$ cat src/rtl/lesr_consts.svh
// Constants for the lane error and status register group
`ifndef LESR_CONSTS_SVH
`define LESR_CONSTS_SVH

// Register map inside the management device
`define LESR_DEVAD 5'h1E
`define LESR_ADDR_CNT 16'h0014
`define LESR_ADDR_LS 16'h0015
`define LESR_ADDR_HS 16'h0016
`define LESR_CNT_W 16
`define LESR_CNT_RST 16'hFFFD
`define LESR_STAT_RST 16'h0000

// Low-speed status field positions
`define LESR_LS_DEC_BIT 11
`define LESR_LOW_SIDE_SIGNAL_LOSS_FLAG_BIT 10
`define LESR_LS_FIFO_BIT 9
`define LESR_LS_SYNC_BIT 8
`define LESR_LANE3 2'h3

// Management frame layout
`define LESR_PREAMBLE 6'h20
`define LESR_HDR_LAST 5'h0C
`define LESR_DATA_LAST 5'h0F
`define LESR_OP_ADDR 2'h0
`define LESR_OP_WRITE 2'h1
`define LESR_OP_RDINC 2'h2
`define LESR_OP_READ 2'h3

`endif

$ cat src/rtl/lesr_pkg.sv
// Types shared by the lane error and status register group
package lesr_pkg;

  // Functional mode of the channel
  typedef enum logic [2:0] {
    LESR_MODE_10GKR = 3'h1,
    LESR_MODE_1GKX = 3'h2,
    LESR_MODE_10G = 3'h4
  } lesr_mode_t;

  // Error events from decoders, pattern checkers and alignment FIFO
  typedef struct packed {
    logic [3:0] decErr;
    logic [3:0] slaveDecErr;
    logic [3:0] patErr;
    logic alignFifoErr;
  } lesr_evt_t;

  // Synchronisation state from the lane aligners
  typedef struct packed {
    logic [3:0] chanSync;
    logic [3:0] lsSyncPtr;
    logic [6:0] hsSyncRot;
    logic [2:0] hsSyncState;
    logic [3:0] hsSyncRot4;
  } lesr_sync_t;

  // Register read request from the management port
  typedef struct packed {
    logic valid;
    logic [15:0] addr;
  } lesr_rdreq_t;

  // Management frame states
  typedef enum logic [4:0] {
    LESR_ST_IDLE = 5'h01,
    LESR_ST_HDR = 5'h02,
    LESR_ST_TA = 5'h04,
    LESR_ST_RD = 5'h08,
    LESR_ST_WR = 5'h10
  } lesr_mdst_t;

endpackage : lesr_pkg

$ cat src/rtl/lesr_regs.sv
// Lane 3 error counter and low/high-speed status registers
`timescale 1ns/1ps
`include "lesr_consts.svh"
module lesr_regs #(
  parameter int CNT_W = `LESR_CNT_W,
  parameter logic [4:0] PORT_ADDR = 5'h00
) (
  // Clock and reset
  input wire logic sys_clk,
  input wire logic sys_rst,
  // Management pins
  input wire logic mdcPin,
  input wire logic mdioIn,
  output logic mdioOut,
  output logic mdioOutEnN,
  // Configuration held elsewhere
  input wire lesr_pkg::lesr_mode_t mode,
  input wire logic lsTestVerify,
  input wire logic [1:0] lsPatternSel,
  input wire logic [1:0] low_side_lane_select,
  // Lane events and state
  input wire lesr_pkg::lesr_evt_t evt,
  input wire lesr_pkg::lesr_sync_t sync,
  input wire logic [3:0] losAsync
);

  lesr_pkg::lesr_rdreq_t rdReq;
  logic [15:0] rdData_r, rdData_nxt;
  logic [CNT_W-1:0] lane3_code_error_count_r, lane3_code_error_count_nxt;
  logic decFlag_r, decFlag_nxt, losFlag_r, losFlag_nxt;
  logic fifoFlag_r, fifoFlag_nxt, syncFlag_r, syncFlag_nxt;
  logic [3:0] losS1_r, losS1_nxt, losS2_r, losS2_nxt;
  logic rdCnt, rdLs, rdHs, cntEvt;
  logic [3:0] decSrc;
  logic [CNT_W-1:0] cntBase;
  logic [6:0] hsView;

  ////////////////////////////////////////////////////////////////////////////
  // Management port
  lesr_mdio_slave #(.PORT_ADDR(PORT_ADDR)) u_mdio (
    .sys_clk(sys_clk),
    .sys_rst(sys_rst),
    .mdcPin(mdcPin),
    .mdioIn(mdioIn),
    .mdioOut(mdioOut),
    .mdioOutEnN(mdioOutEnN),
    .rdReq(rdReq),
    .rdData(rdData_r)
  );

  assign rdCnt = rdReq.valid && rdReq.addr == `LESR_ADDR_CNT;
  assign rdLs = rdReq.valid && rdReq.addr == `LESR_ADDR_LS;
  assign rdHs = rdReq.valid && rdReq.addr == `LESR_ADDR_HS;

  ////////////////////////////////////////////////////////////////////////////
  // Lane 3 error counter; saturates rather than wrapping so a burst never reads small
  always_comb begin
    cntEvt = 1'b0;
    if (lsTestVerify) begin
      cntEvt = evt.patErr[lsPatternSel];
    end else begin
      unique case (mode)
        lesr_pkg::LESR_MODE_10GKR, lesr_pkg::LESR_MODE_1GKX: begin
          cntEvt = evt.decErr[`LESR_LANE3];
        end
        lesr_pkg::LESR_MODE_10G: begin
          cntEvt = evt.slaveDecErr[`LESR_LANE3];
        end
        default: cntEvt = 1'b0;
      endcase
    end
    // Clear on read; an error in the read cycle still counts
    cntBase = rdCnt ? '0 : lane3_code_error_count_r;
    lane3_code_error_count_nxt = cntBase;
    if (cntEvt && cntBase != '1) begin
      lane3_code_error_count_nxt = cntBase + 1'b1;
    end
  end

  // Counter register
  always_ff @(posedge sys_clk) begin
    if (sys_rst) begin
      lane3_code_error_count_r <= CNT_W'(`LESR_CNT_RST);
    end else begin
      lane3_code_error_count_r <= lane3_code_error_count_nxt;
    end
  end

  ////////////////////////////////////////////////////////////////////////////
  // Latched status flags; the live set wins over the release on read
  always_comb begin
    losS1_nxt = losAsync;
    losS2_nxt = losS1_r;
    decSrc = (mode == lesr_pkg::LESR_MODE_10G) ? evt.slaveDecErr : evt.decErr;
    decFlag_nxt = decSrc[low_side_lane_select] | (decFlag_r & ~rdLs);
    losFlag_nxt = losS2_r[low_side_lane_select] | (losFlag_r & ~rdLs);
    fifoFlag_nxt = evt.alignFifoErr | (fifoFlag_r & ~rdLs);
    // Latched low: a loss of sync holds zero until read
    syncFlag_nxt = sync.chanSync[low_side_lane_select] & (syncFlag_r | rdLs);
  end

  // Flag registers, clear after reset
  always_ff @(posedge sys_clk) begin
    if (sys_rst) begin
      {decFlag_r, losFlag_r, fifoFlag_r, syncFlag_r} <= 4'h0;
      losS1_r <= 4'h0;
      losS2_r <= 4'h0;
    end else begin
      {decFlag_r, losFlag_r, fifoFlag_r, syncFlag_r} <=
        {decFlag_nxt, losFlag_nxt, fifoFlag_nxt, syncFlag_nxt};
      losS1_r <= losS1_nxt;
      losS2_r <= losS2_nxt;
    end
  end

  ////////////////////////////////////////////////////////////////////////////
  // Read data snapshot; unmapped addresses read zero
  always_comb begin
    hsView = (mode == lesr_pkg::LESR_MODE_10GKR) ? sync.hsSyncRot :
      {sync.hsSyncState, sync.hsSyncRot4};
    rdData_nxt = rdData_r;
    if (rdReq.valid) begin
      rdData_nxt = `LESR_STAT_RST;
      if (rdCnt) begin
        rdData_nxt = 16'(lane3_code_error_count_r);
      end
      if (rdLs) begin
        rdData_nxt[`LESR_LS_DEC_BIT] = decFlag_r;
        rdData_nxt[`LESR_LOW_SIDE_SIGNAL_LOSS_FLAG_BIT] = losFlag_r;
        rdData_nxt[`LESR_LS_FIFO_BIT] = fifoFlag_r;
        rdData_nxt[`LESR_LS_SYNC_BIT] = syncFlag_r;
        rdData_nxt[3:0] = sync.lsSyncPtr;
      end
      if (rdHs) begin
        rdData_nxt[6:0] = hsView;
      end
    end
  end

  // Read data register
  always_ff @(posedge sys_clk) begin
    if (sys_rst) begin
      rdData_r <= `LESR_STAT_RST;
    end else begin
      rdData_r <= rdData_nxt;
    end
  end
endmodule : lesr_regs

$ cat src/rtl/lesr_mdio_slave.sv
// Management data port slave: frames in, register reads out
`timescale 1ns/1ps
`include "lesr_consts.svh"
module lesr_mdio_slave #(
  parameter logic [4:0] PORT_ADDR = 5'h00
) (
  // Clock and reset
  input wire logic sys_clk,
  input wire logic sys_rst,
  // Management pins
  input wire logic mdcPin,
  input wire logic mdioIn,
  output logic mdioOut,
  output logic mdioOutEnN,
  // Register side
  output lesr_pkg::lesr_rdreq_t rdReq,
  input wire logic [15:0] rdData
);

  lesr_pkg::lesr_mdst_t st_r, st_nxt;
  logic mdcS1_r, mdcS2_r, mdcS3_r, dS1_r, dS2_r;
  logic mdcS1_nxt, mdcS2_nxt, mdcS3_nxt, dS1_nxt, dS2_nxt;
  logic [5:0] ones_r, ones_nxt;
  logic [4:0] bitCnt_r, bitCnt_nxt;
  logic [15:0] sh_r, sh_nxt, addr_r, addr_nxt;
  logic [1:0] op_r, op_nxt;
  logic out_r, out_nxt, oeN_r, oeN_nxt;
  lesr_pkg::lesr_rdreq_t req_r, req_nxt;
  logic rise;
  logic [12:0] hdr;
  logic isRead;

  assign rise = mdcS2_r & ~mdcS3_r;
  assign hdr = {sh_r[11:0], dS2_r};
  assign isRead = op_r[1];
  assign mdioOut = out_r;
  assign mdioOutEnN = oeN_r;
  assign rdReq = req_r;

  ////////////////////////////////////////////////////////////////////////////
  // Frame engine; pins are sampled on the synchronised rising edge of the clock pin
  always_comb begin
    mdcS1_nxt = mdcPin;
    mdcS2_nxt = mdcS1_r;
    mdcS3_nxt = mdcS2_r;
    dS1_nxt = mdioIn;
    dS2_nxt = dS1_r;
    st_nxt = st_r;
    ones_nxt = ones_r;
    bitCnt_nxt = bitCnt_r;
    sh_nxt = sh_r;
    addr_nxt = addr_r;
    op_nxt = op_r;
    out_nxt = out_r;
    oeN_nxt = oeN_r;
    req_nxt = '{valid: 1'b0, addr: addr_r};
    if (rise) begin
      unique case (st_r)
        lesr_pkg::LESR_ST_IDLE: begin
          if (dS2_r) begin
            ones_nxt = (ones_r == `LESR_PREAMBLE) ? ones_r : ones_r + 6'h01;
          end else begin
            // A zero after a full preamble is the first start bit
            if (ones_r == `LESR_PREAMBLE) begin
              st_nxt = lesr_pkg::LESR_ST_HDR;
            end
            ones_nxt = 6'h00;
            bitCnt_nxt = 5'h00;
          end
        end
        lesr_pkg::LESR_ST_HDR: begin
          sh_nxt = {sh_r[14:0], dS2_r};
          bitCnt_nxt = bitCnt_r + 5'h01;
          // Thirteen header bits follow the first start bit; the last one is index 12
          if (bitCnt_r == `LESR_HDR_LAST) begin
            bitCnt_nxt = 5'h00;
            op_nxt = hdr[11:10];
            if (!hdr[12] && hdr[9:5] == PORT_ADDR && hdr[4:0] == `LESR_DEVAD) begin
              st_nxt = lesr_pkg::LESR_ST_TA;
              req_nxt.valid = hdr[11];
            end else begin
              st_nxt = lesr_pkg::LESR_ST_IDLE;
            end
          end
        end
        lesr_pkg::LESR_ST_TA: begin
          bitCnt_nxt = bitCnt_r + 5'h01;
          if (bitCnt_r == 5'h00) begin
            // Second turnaround bit: drive zero on reads
            out_nxt = 1'b0;
            oeN_nxt = ~isRead;
          end else begin
            bitCnt_nxt = 5'h00;
            sh_nxt = rdData;
            out_nxt = rdData[15];
            st_nxt = isRead ? lesr_pkg::LESR_ST_RD : lesr_pkg::LESR_ST_WR;
          end
        end
        lesr_pkg::LESR_ST_RD: begin
          bitCnt_nxt = bitCnt_r + 5'h01;
          sh_nxt = {sh_r[14:0], 1'b0};
          out_nxt = sh_r[14];
          if (bitCnt_r == `LESR_DATA_LAST) begin
            oeN_nxt = 1'b1;
            out_nxt = 1'b0;
            st_nxt = lesr_pkg::LESR_ST_IDLE;
            if (op_r == `LESR_OP_RDINC) begin
              addr_nxt = addr_r + 16'h0001;
            end
          end
        end
        lesr_pkg::LESR_ST_WR: begin
          bitCnt_nxt = bitCnt_r + 5'h01;
          sh_nxt = {sh_r[14:0], dS2_r};
          if (bitCnt_r == `LESR_DATA_LAST) begin
            // Writes to this group are ignored: every register is read-only
            if (op_r == `LESR_OP_ADDR) begin
              addr_nxt = {sh_r[14:0], dS2_r};
            end
            st_nxt = lesr_pkg::LESR_ST_IDLE;
          end
        end
        default: begin
          st_nxt = lesr_pkg::LESR_ST_IDLE;
          oeN_nxt = 1'b1;
        end
      endcase
    end
  end

  // Register stage of the frame engine
  always_ff @(posedge sys_clk) begin
    if (sys_rst) begin
      st_r <= lesr_pkg::LESR_ST_IDLE;
      {mdcS1_r, mdcS2_r, mdcS3_r, dS1_r, dS2_r} <= 5'h00;
      ones_r <= 6'h00;
      bitCnt_r <= 5'h00;
      sh_r <= 16'h0000;
      addr_r <= 16'h0000;
      op_r <= 2'h0;
      out_r <= 1'b0;
      oeN_r <= 1'b1;
      req_r <= '0;
    end else begin
      st_r <= st_nxt;
      {mdcS1_r, mdcS2_r, mdcS3_r, dS1_r, dS2_r} <=
        {mdcS1_nxt, mdcS2_nxt, mdcS3_nxt, dS1_nxt, dS2_nxt};
      ones_r <= ones_nxt;
      bitCnt_r <= bitCnt_nxt;
      sh_r <= sh_nxt;
      addr_r <= addr_nxt;
      op_r <= op_nxt;
      out_r <= out_nxt;
      oeN_r <= oeN_nxt;
      req_r <= req_nxt;
    end
  end

endmodule : lesr_mdio_slave

$ cat config.mk
export PLATFORM = sky130hd
export DESIGN_NAME = lesr_regs
export DESIGN_NICKNAME = d
export VERILOG_FILES = /design/src/rtl/lesr_pkg.sv /design/src/rtl/lesr_regs.sv /design/src/rtl/lesr_mdio_slave.sv
export VERILOG_INCLUDE_DIRS = /design/src /design/src/rtl
export SDC_FILE = /design/constraint.sdc
export NUM_CORES = 1
export LEC_CHECK = 0
export ABC_AREA = 1
export ABC_CLOCK_PERIOD_IN_PS = 2400
export BUFFER_PORTS_ARGS = -buffer_cell sky130_fd_sc_hd__buf_2
export CAP_MARGIN = 10
export CORE_AREA = 3 3 105 158
export CTS_BUF_LIST = sky130_fd_sc_hd__clkbuf_16
export DETAILED_ROUTE_END_ITERATION = 8
export DIE_AREA = 0 0 108 161
export GPL_TIMING_DRIVEN = 0
export MAX_ROUTING_LAYER = met4
export SYNTH_ARGS = -nofsm -noshare
export SYNTH_HDL_FRONTEND = slang
export SYNTH_SLANG_ARGS = --single-unit
$ cat constraint.sdc
create_clock -name sys_clk -period 2.4 [get_ports sys_clk]
set_input_delay 0.36 -clock sys_clk [delete_from_list [all_inputs] [get_ports sys_clk]]
set_output_delay 0.36 -clock sys_clk [all_outputs]
set_load 0.1 [all_outputs]
Yosys cells after proc, flatten, opt, wreduce, memory -nomap -nowiden
Cells that the tools add are included.

operators by class
  $add $sub $neg = 4
  reductions and logical operators = 27
  eq/ne operators = 28
  $lt $le $gt $ge = 2
  mux-type cells = 45
  bitwise operators = 17

operator list
  kind                     number
  $mux W16                 7
  $eq A16 B5 Y1 const B    3
  $mux W5                  9
  $pmux W15 S3             1
  $pmux W5 S4              2
  $add A16 B1 Y16 const B  2
  $pmux W16 S2             1
  $ne A16 B16 Y1 const B   1
  $ne A2 B1 Y1 const B     8
  $eq A5 B4 Y1 const B     3
  $mux W15                 1
  $mux W7                  2
  $mux W4                  3
  $mux W6                  2
  $reduce_and A3 Y1        4
  $reduce_and A6 Y1        2
  $eq A5 B5 Y1 const B     2
  $logic_not A5 Y1         2
  $mux W1                  9
  $bmux W1 S2              4
  $not A1 Y1               8
  $add A6 B1 Y6 const B    1
  $eq A6 B6 Y1 const B     1
  $logic_and A1 B1 Y1      6
  other kinds (25)         39

word-level totals
  register bits after elaboration = 117
  input bits = 51
  word-level logic and storage cells = 146
  output and inout bits = 2

Logic depth before layout (Yosys ltp)
Gate-level depths: netlist of run 1.

  word-level depth = 6
  mapped depth = 15
  depth with buffers taken out = 14

By module
Synthesis of run 1 repeated with hierarchy kept, for this count alone.

second synthesis, totals
  cells, all modules = 1010
  area, all modules = 6567.5 um^2

modules (own cells, without submodules)
  module           cells an instance  area an instance (um^2)  instances  seq. area each (um^2)
  lesr_mdio_slave  612                3928.8                   1          1461.4
  lesr_regs        398                2638.8                   1          880.8

Worst setup path after synthesis of run 1
No wires, ideal clock.

  path type = register to register
  from = register u_mdio.bitCnt_r[0]
  to = register u_mdio.addr_r[0]
  buffers on the path = 1
  required time = 2.285 ns
  cell stages (with the launch flop) = 13
  arrival = 1.583 ns
  clock period less this slack = 1.698 ns
  setup time = 0.115 ns
  slack = 0.702 ns
  cell sequence = dfxtp_1 > ha_1 > inv_1 > nor2_1 > ha_1 > or2_1 > nand2_1 > inv_1 > nand3_2 > nor2_4 > buf_4 > o22ai_1 > inv_1

between the ends
  word-level cells in the longest chain between the ends = 3
  elaborated cells on any way between the ends = 4
  classes of those cells = eq/ne: 3; reduce/logical: 1

RTL lines
  item                           RTL line                RTL
  from (decl)                    lesr_mdio_slave.sv:24   logic [4:0] bitCnt_r, bitCnt_nxt;
  from (signal assigned)         lesr_mdio_slave.sv:149  bitCnt_r <= bitCnt_nxt;
  $eq A5 B4 Y1 (no line) *       --
  $ne A2 B1 Y1 (no line)         --
  $reduce_and A6 Y1 (no line) *  --
  to (signal assigned)           lesr_mdio_slave.sv:151  addr_r <= addr_nxt;
  to (decl)                      lesr_mdio_slave.sv:25   logic [15:0] sh_r, sh_nxt, addr_r, addr_nxt;

Mark *: on every way between the ends. The rest lies on a longest branch, timed or not.
A chain may end at the register's enable or synchronous reset.

Worst setup path in the final report of run 1
  from = register u_mdio.bitCnt_r[0]
  to = register u_mdio.addr_r[5]

Same word-level chain as after synthesis.

==> results of run 1 <==
-- worst paths after layout --
kind	startpoint	endpoint	slack [ns]	depth (start not counted)
setup / recovery	u_mdio.bitCnt_r[0]$_SDFFE_PP0P_	u_mdio.addr_r[5]$_SDFFE_PP0P_	0.40	12
hold / removal	mdioIn	u_mdio.dS1_r$_SDFF_PP0_	0.15	3
setup reg to reg	u_mdio.bitCnt_r[0]$_SDFFE_PP0P_	u_mdio.addr_r[5]$_SDFFE_PP0P_	0.40	12
hold reg to reg	u_mdio.dS1_r$_SDFF_PP0_	u_mdio.dS2_r$_SDFF_PP0_	0.40	2
-- area by class of cell --
| class | count | area [sq um] | share of cell area [%] |
|---|---|---|---|
| clock inverters | 14 | 82.58 | 1.159 |
| multi-input cells | 587 | 3089 | 43.34 |
| well taps | 203 | 254.0 | 3.563 |
| flip-flops and latches | 117 | 2342 | 32.86 |
| plain buffers | 28 | 161.4 | 2.264 |
| repair buffers | 52 | 260.3 | 3.651 |
| inverters | 136 | 513.0 | 7.197 |
| clock buffers | 17 | 425.4 | 5.968 |
-- worst register-to-register path, cell delays in order, from the launching register on --
cell	delay (ns)
dfxtp_1	0.36
ha_1	0.17
inv_1	0.05
nor2_1	0.11
ha_1	0.22
or2_1	0.14
nand2_1	0.05
inv_1	0.12
nand3_2	0.14
nor2_4	0.16
buf_4	0.21
nor2_1	0.06
a31oi_1	0.15
-- state kept, by name, summed over array words and instances (netlist names), 2 cells and up --
signal	flops
lane3_code_error_count_r	16
losS1_r	4
losS2_r	4
rdData_r	16
u_mdio.addr_r	16
u_mdio.bitCnt_r	5
u_mdio.ones_r	6
u_mdio.op_r	2
u_mdio.rdReq	17
u_mdio.sh_r	15
u_mdio.st_r	5
-- synth_stat cells (13+ instances only) --
| master | number |
|---|---|
| a21oi_1 | 52 |
| clkbuf_1 | 14 |
| dfxtp_1 | 117 |
| inv_1 | 121 |
| inv_2 | 14 |
| nand2_1 | 185 |
| nand2_2 | 14 |
| nand3_1 | 43 |
| nand3_2 | 17 |
| nand4_1 | 15 |
| nor2_1 | 95 |
| nor3_1 | 13 |
| o21ai_0 | 59 |
| xor2_1 | 16 |
-- where the power goes --
group | switching, mW | internal, mW | leakage [nW] | total [mW]
combinational | 0.324 | 0.187 | 1.93 | 0.512
sequential | 0.0510 | 1.99 | 0.949 | 2.04
clock | 0.822 | 1.37 | 0.274 | 2.19
-- metal layers --
| metal | wire, um | track usage [%] |
|---|---|---|
| met4 | 480 | 7.869 |
| met3 | 497 | 3.758 |
| met1 | 6303 | 20.86 |
| met2 | 8803 | 36.49 |
| met5 | 0 | - |
-- cell families after synthesis --
| kind of cell | Yosys count | synth area share, % |
|---|---|---|
| simple gates | 412 | 32.83 |
| buf+inv | 164 | 11.05 |
| compound gates | 148 | 13.44 |
| flops | 117 | 38.36 |
| xor+xnor | 17 | 2.438 |
| fa+ha+maj | 6 | 1.229 |
| mux | 4 | 0.6558 |
-- per-stage QoR --
step	instance area [sq um]	instances
global placement	6620	1123
finish	7128	1154
global route	7128	1154
floorplan	6106	868
detailed placement	6620	1123
CTS	7128	1154
==> flow_summary.ini, run 1 <==
[synth]
synth-edff-count = 0
async_reset_ff_share_pct = 0
yosysTopAreaCell = dfxtp_1
syn_nets = 925
yosysWarnings = 0
syn_area_per_cell_sq_um = 7.034
yosysTopAreaCellShare_pct = 38.36
ys_seq_area_share_pct = 38.36
yosysUniqueCellTypes = 46
synth_cells = 868
synth_area_sq_um = 6106
synthFlopType = dfxtp_1
ys_ff_latch = 117
synth_area_leaders = dfxtp_1, nand2_1, inv_1

[critical_path]
worstSetupPathType = reg2reg
arrival_ns = 2.33
critPathMaxStageDelay_ns = 0.36
slowest_stage = dfxtp_1
end_kind = flip-flop
path_max_fanout = 10
cp_data_required_time_ns = 2.73
start_kind = flip-flop
critical-path-top-delay-family = simple AND/OR/NAND/NOR gates
path_cells = ha_1 > inv_1 > nor2_1 > ha_1 > or2_1 > nand2_1 > inv_1 > nand3_2 > nor2_4 > buf_4 > nor2_1 > a31oi_1
crit_buf_inv = 3

[place]
place_congestion = 0.8559
dp_hpwl_um = 12570
port-buffer-count = 52
pre_cts_ws_ns = 0.1794

[cts]
clock_sinks = 117
ctsResizeCount = 0
h-tree-depth = 4
cts_root_buffer = clkbuf_16
cts_hold_buffers = 0
cts_buffers = 17
clockBufferDepth = 2
cts.clk_slew.worst_paths_ns = 0.05
cts_tree = done
clk_latency_ns = 0.41
post-cts-setup-buffer-count = 0

[power_and_ir_drop]
total_power_mw = 4.740
powerDensity_nw_per_um2 = 665.0
ir_drop_mv = 0.3658
p_leak_nw = 3.157

[sta]
rsz0062_at_grt = no
whs_ns = 0.1549
drv_slew = 0
setup_viol = 0
skew_ns = 0.008046
fin_crit_ns = 2.001
max_freq_mhz = 499.7
period_share_pct = 83.38
finalHoldViolations = 0
setup_tns_ns = 0
slew_headroom_pct = 49.52
fin_ws_ns = 0.3988
worst_slew_pin_slew_ns = 0.7572

[die]
initial_core_util_pct = 39.43
die-area_sq_um = 17390
num_io_pins = 53
rows = 56
die_x_um = 108
die_h_um = 161
coreArea_sq_um = 15480

[final_layout]
antennaDiodeCount = 0
final_nets = 996
final_cell_mix = nand2_1, inv_1, dfxtp_1
final_core_util_pct = 46.03
area_growth_syn_to_layout_pct = 16.74
final_layout_size_suffix_gt1_share_pct = 16.19
num-fill-cells = 1609
final_common_cell = nand2_1

[routing]
via_per_inst = 4.883
vias = 5635
drt_iter0_drc = 195
wl_per_cell_um = 13.94
drt_wl_total_um = 16090
drtPass1Iterations = 5
ant_nets = 0
drc_errors = 0

[flow_run]
cap_violations = 0

[global_routing]
grt_antenna_before_repair = 0
grt_max_degree = 17
grt_overflow = 0
grt_pass1_vias = 5487
grt_pass1_wl_um = 26560
grt_use_total_pct = 19.99

[run_status]
status = completed

[min_path]
hold_path_class = in2reg
(Power assumes the default switching activity.)
==> run 2: changes to the inputs <==
--- a/config.mk
+++ b/config.mk
@@ -7,7 +7,7 @@
 export NUM_CORES = 1
 export LEC_CHECK = 0
 export ABC_AREA = 1
-export ABC_CLOCK_PERIOD_IN_PS = 2400
+export ABC_CLOCK_PERIOD_IN_PS = 1600
 export BUFFER_PORTS_ARGS = -buffer_cell sky130_fd_sc_hd__buf_2
 export CAP_MARGIN = 10
 export CORE_AREA = 3 3 105 158
==> constraint.sdc (replaced) <==
create_clock -name sys_clk -period 1.6 [get_ports sys_clk]
set_input_delay 0.24 -clock sys_clk [delete_from_list [all_inputs] [get_ports sys_clk]]
set_output_delay 0.24 -clock sys_clk [all_outputs]
set_load 0.1 [all_outputs]
==> flow_summary.ini, run 2 (synthesis gave the netlist of run 1 again) <==
[power_and_ir_drop]
p_seq_share_pct = 39.1
pwr-share-clk_pct = 47.9
p_leak_nw = 3.785
total_power_mw = 7.844
combPwrFrac_pct = 13.0
ir_drop_mv = 0.6311
p_int_mw = 5.790
switching_share_pct = 26.18
p_switching_mw = 2.054
powerDensity_nw_per_um2 = 888.0

[final_layout]
largest_reg_flops = 17
antennaDiodeCount = 0
final_core_util_pct = 57.05
final_layout_size_suffix_gt1_share_pct = 39.53
final_common_cell = nand2_1
area_growth_syn_to_layout_pct = 44.67
design_area_sq_um = 8833
final_nets = 1071
final_cell_mix = nand2_1, inv_1, dfxtp_1
finalNonFillerCells = 1230

[global_routing]
grt_pass1_wl_um = 28990
grt_overflow = 0
grt_use_total_pct = 21.89
grt_pass1_vias = 5971
grt_max_degree = 17
grt_antenna_before_repair = 0

[critical_path]
start_kind = flip-flop
cp_data_required_time_ns = 1.95
r2r-start = u_mdio.rdReq[4]$_SDFF_PP0_
path_cells = inv_1 > nor2_2 > nand2_2 > nor2_4 > nand3_4 > nand3_2 > nor2_4 > nand4_4 > buf_4 > buf_4 > nand2_1 > nand2_1 > a21oi_1
critPathMaxStageDelay_ns = 0.30
reg2reg_depth = 13
r2r_end = lane3_code_error_count_r[1]$_SDFF_PP0_
slowest_stage = dfxtp_1
end_kind = flip-flop
worstSetupPathType = reg2reg
path_max_fanout = 4
critical-path-top-delay-family = simple AND/OR/NAND/NOR gates
crit_buf_inv = 3
arrival_ns = 2.23
regToRegSetupSlack_ns = -0.28

[die]
die-area_sq_um = 17390
die_h_um = 161
rows = 56
die_x_um = 108
initial_core_util_pct = 39.43
coreArea_sq_um = 15480
num_io_pins = 53

[routing]
drt_wl_total_um = 19350
via_per_inst = 5.072
vias = 6238
wl_met3_um = 738
highest_layer = met4
drtPass1Iterations = 6
drt_iter0_drc = 297
dr_wl_met2_um = 10670
wl_met1_um = 7067
drc_errors = 0
ant_nets = 0
wl_per_cell_um = 15.73

[sta]
drv_slew = 0
max_freq_mhz = 531.2
skew_ns = 0.008427
setup_viol = 63
whs_ns = 0.01892
period_share_pct = 117.7
setup_tns_ns = -9.811
worst_slew_pin_slew_ns = 0.9887
fin_ws_ns = -0.2825
finalHoldViolations = 0
slew_headroom_pct = 34.08
fin_crit_ns = 1.882
rsz0062_at_grt = yes

[cts]
clock_sinks = 117
h-tree-depth = 4
cts_buffers = 17
clockBufferDepth = 2
cts.clk_slew.worst_paths_ns = 0.06
cts_tree = done
cts_root_buffer = clkbuf_16
clk_latency_ns = 0.42

[min_path]
hold_path_class = in2reg
worstHoldStart = mdioIn
whs_endpoint = u_mdio.dS1_r$_SDFF_PP0_
hold_depth = 3

[flow_run]
cap_violations = 0

[run_status]
violations = negative setup slack
status = complete, but fails checks

[place]
port-buffer-count = 52
pre_cts_ws_ns = -0.5084
place_congestion = 0.8619
dp_hpwl_um = 12540
dpl_cell_area_sq_um = 6660
placedCellCount = 1123
run 2: tightest hold or removal path, cell delays in order:
cell and delay (ns):
buf_2 0.07, inv_1 0.03, nor2_1 0.06
run 2: how the worst max path moves through the flow:
stage,from,to,depth (start not counted)
6_report,u_mdio.rdReq[4]$_SDFF_PP0_,lane3_code_error_count_r[1]$_SDFF_PP0_,13
5_1_grt,u_mdio.st_r[2]$_SDFFE_PP0P_,u_mdio.bitCnt_r[4]$_SDFFE_PP0P_,10
4_1_cts,u_mdio.rdReq[15]$_SDFF_PP0_,lane3_code_error_count_r[13]$_SDFF_PP1_,12
3_5_place_dp,sys_rst,fifoFlag_r$_SDFF_PP0_,5
3_3_place_gp,sys_rst,losS1_r[3]$_SDFF_PP0_,5
2_1_floorplan,u_mdio.bitCnt_r[1]$_SDFFE_PP0P_,u_mdio.addr_r[12]$_SDFFE_PP0P_,12
run 2: cell type report:
| type | instances | area, sq um |
|---|---|---|
| clock inverter | 15 | 148.9 |
| buffer | 28 | 236.5 |
| fill | 1364 | 6651 |
| multi-input combinational | 587 | 3923 |
| timing repair buffer | 127 | 930.9 |
| tap | 203 | 254.0 |
| sequential | 117 | 2370 |
| clock buffer | 17 | 425.4 |
| inverter | 136 | 545.5 |
run 2: layer usage:
| layer | up-vias | track usage (%) |
|---|---|---|
| li1 | 3099 | - |
| met1 | 2940 | 22.40 |
| met2 | 148 | 39.07 |
| met3 | 51 | 4.278 |
| met4 | 0 | 11.14 |
| met5 | - | - |
run 2: what timing repair did:
item | CTS | global route
cloned | 4 | 3
setup buffers | 37 | 32
pin swaps | 36 | 78
hold buffers | 0 | 0
resized for setup | 132 | 173
setup endpoints to repair | 89 | 92
run 2: power groups by stage:
stage | logic, mW | clock network, mW | registers (mW)
finish | 1.02 | 3.76 | 3.06
global route | 1.12 | 3.94 | 3.07
CTS | 0.836 | 3.78 | 3.05
detailed placement | 0.778 | 0 | 3.12
global placement | 0.772 | 0 | 3.12
floorplan | 0.577 | 0 | 3.10
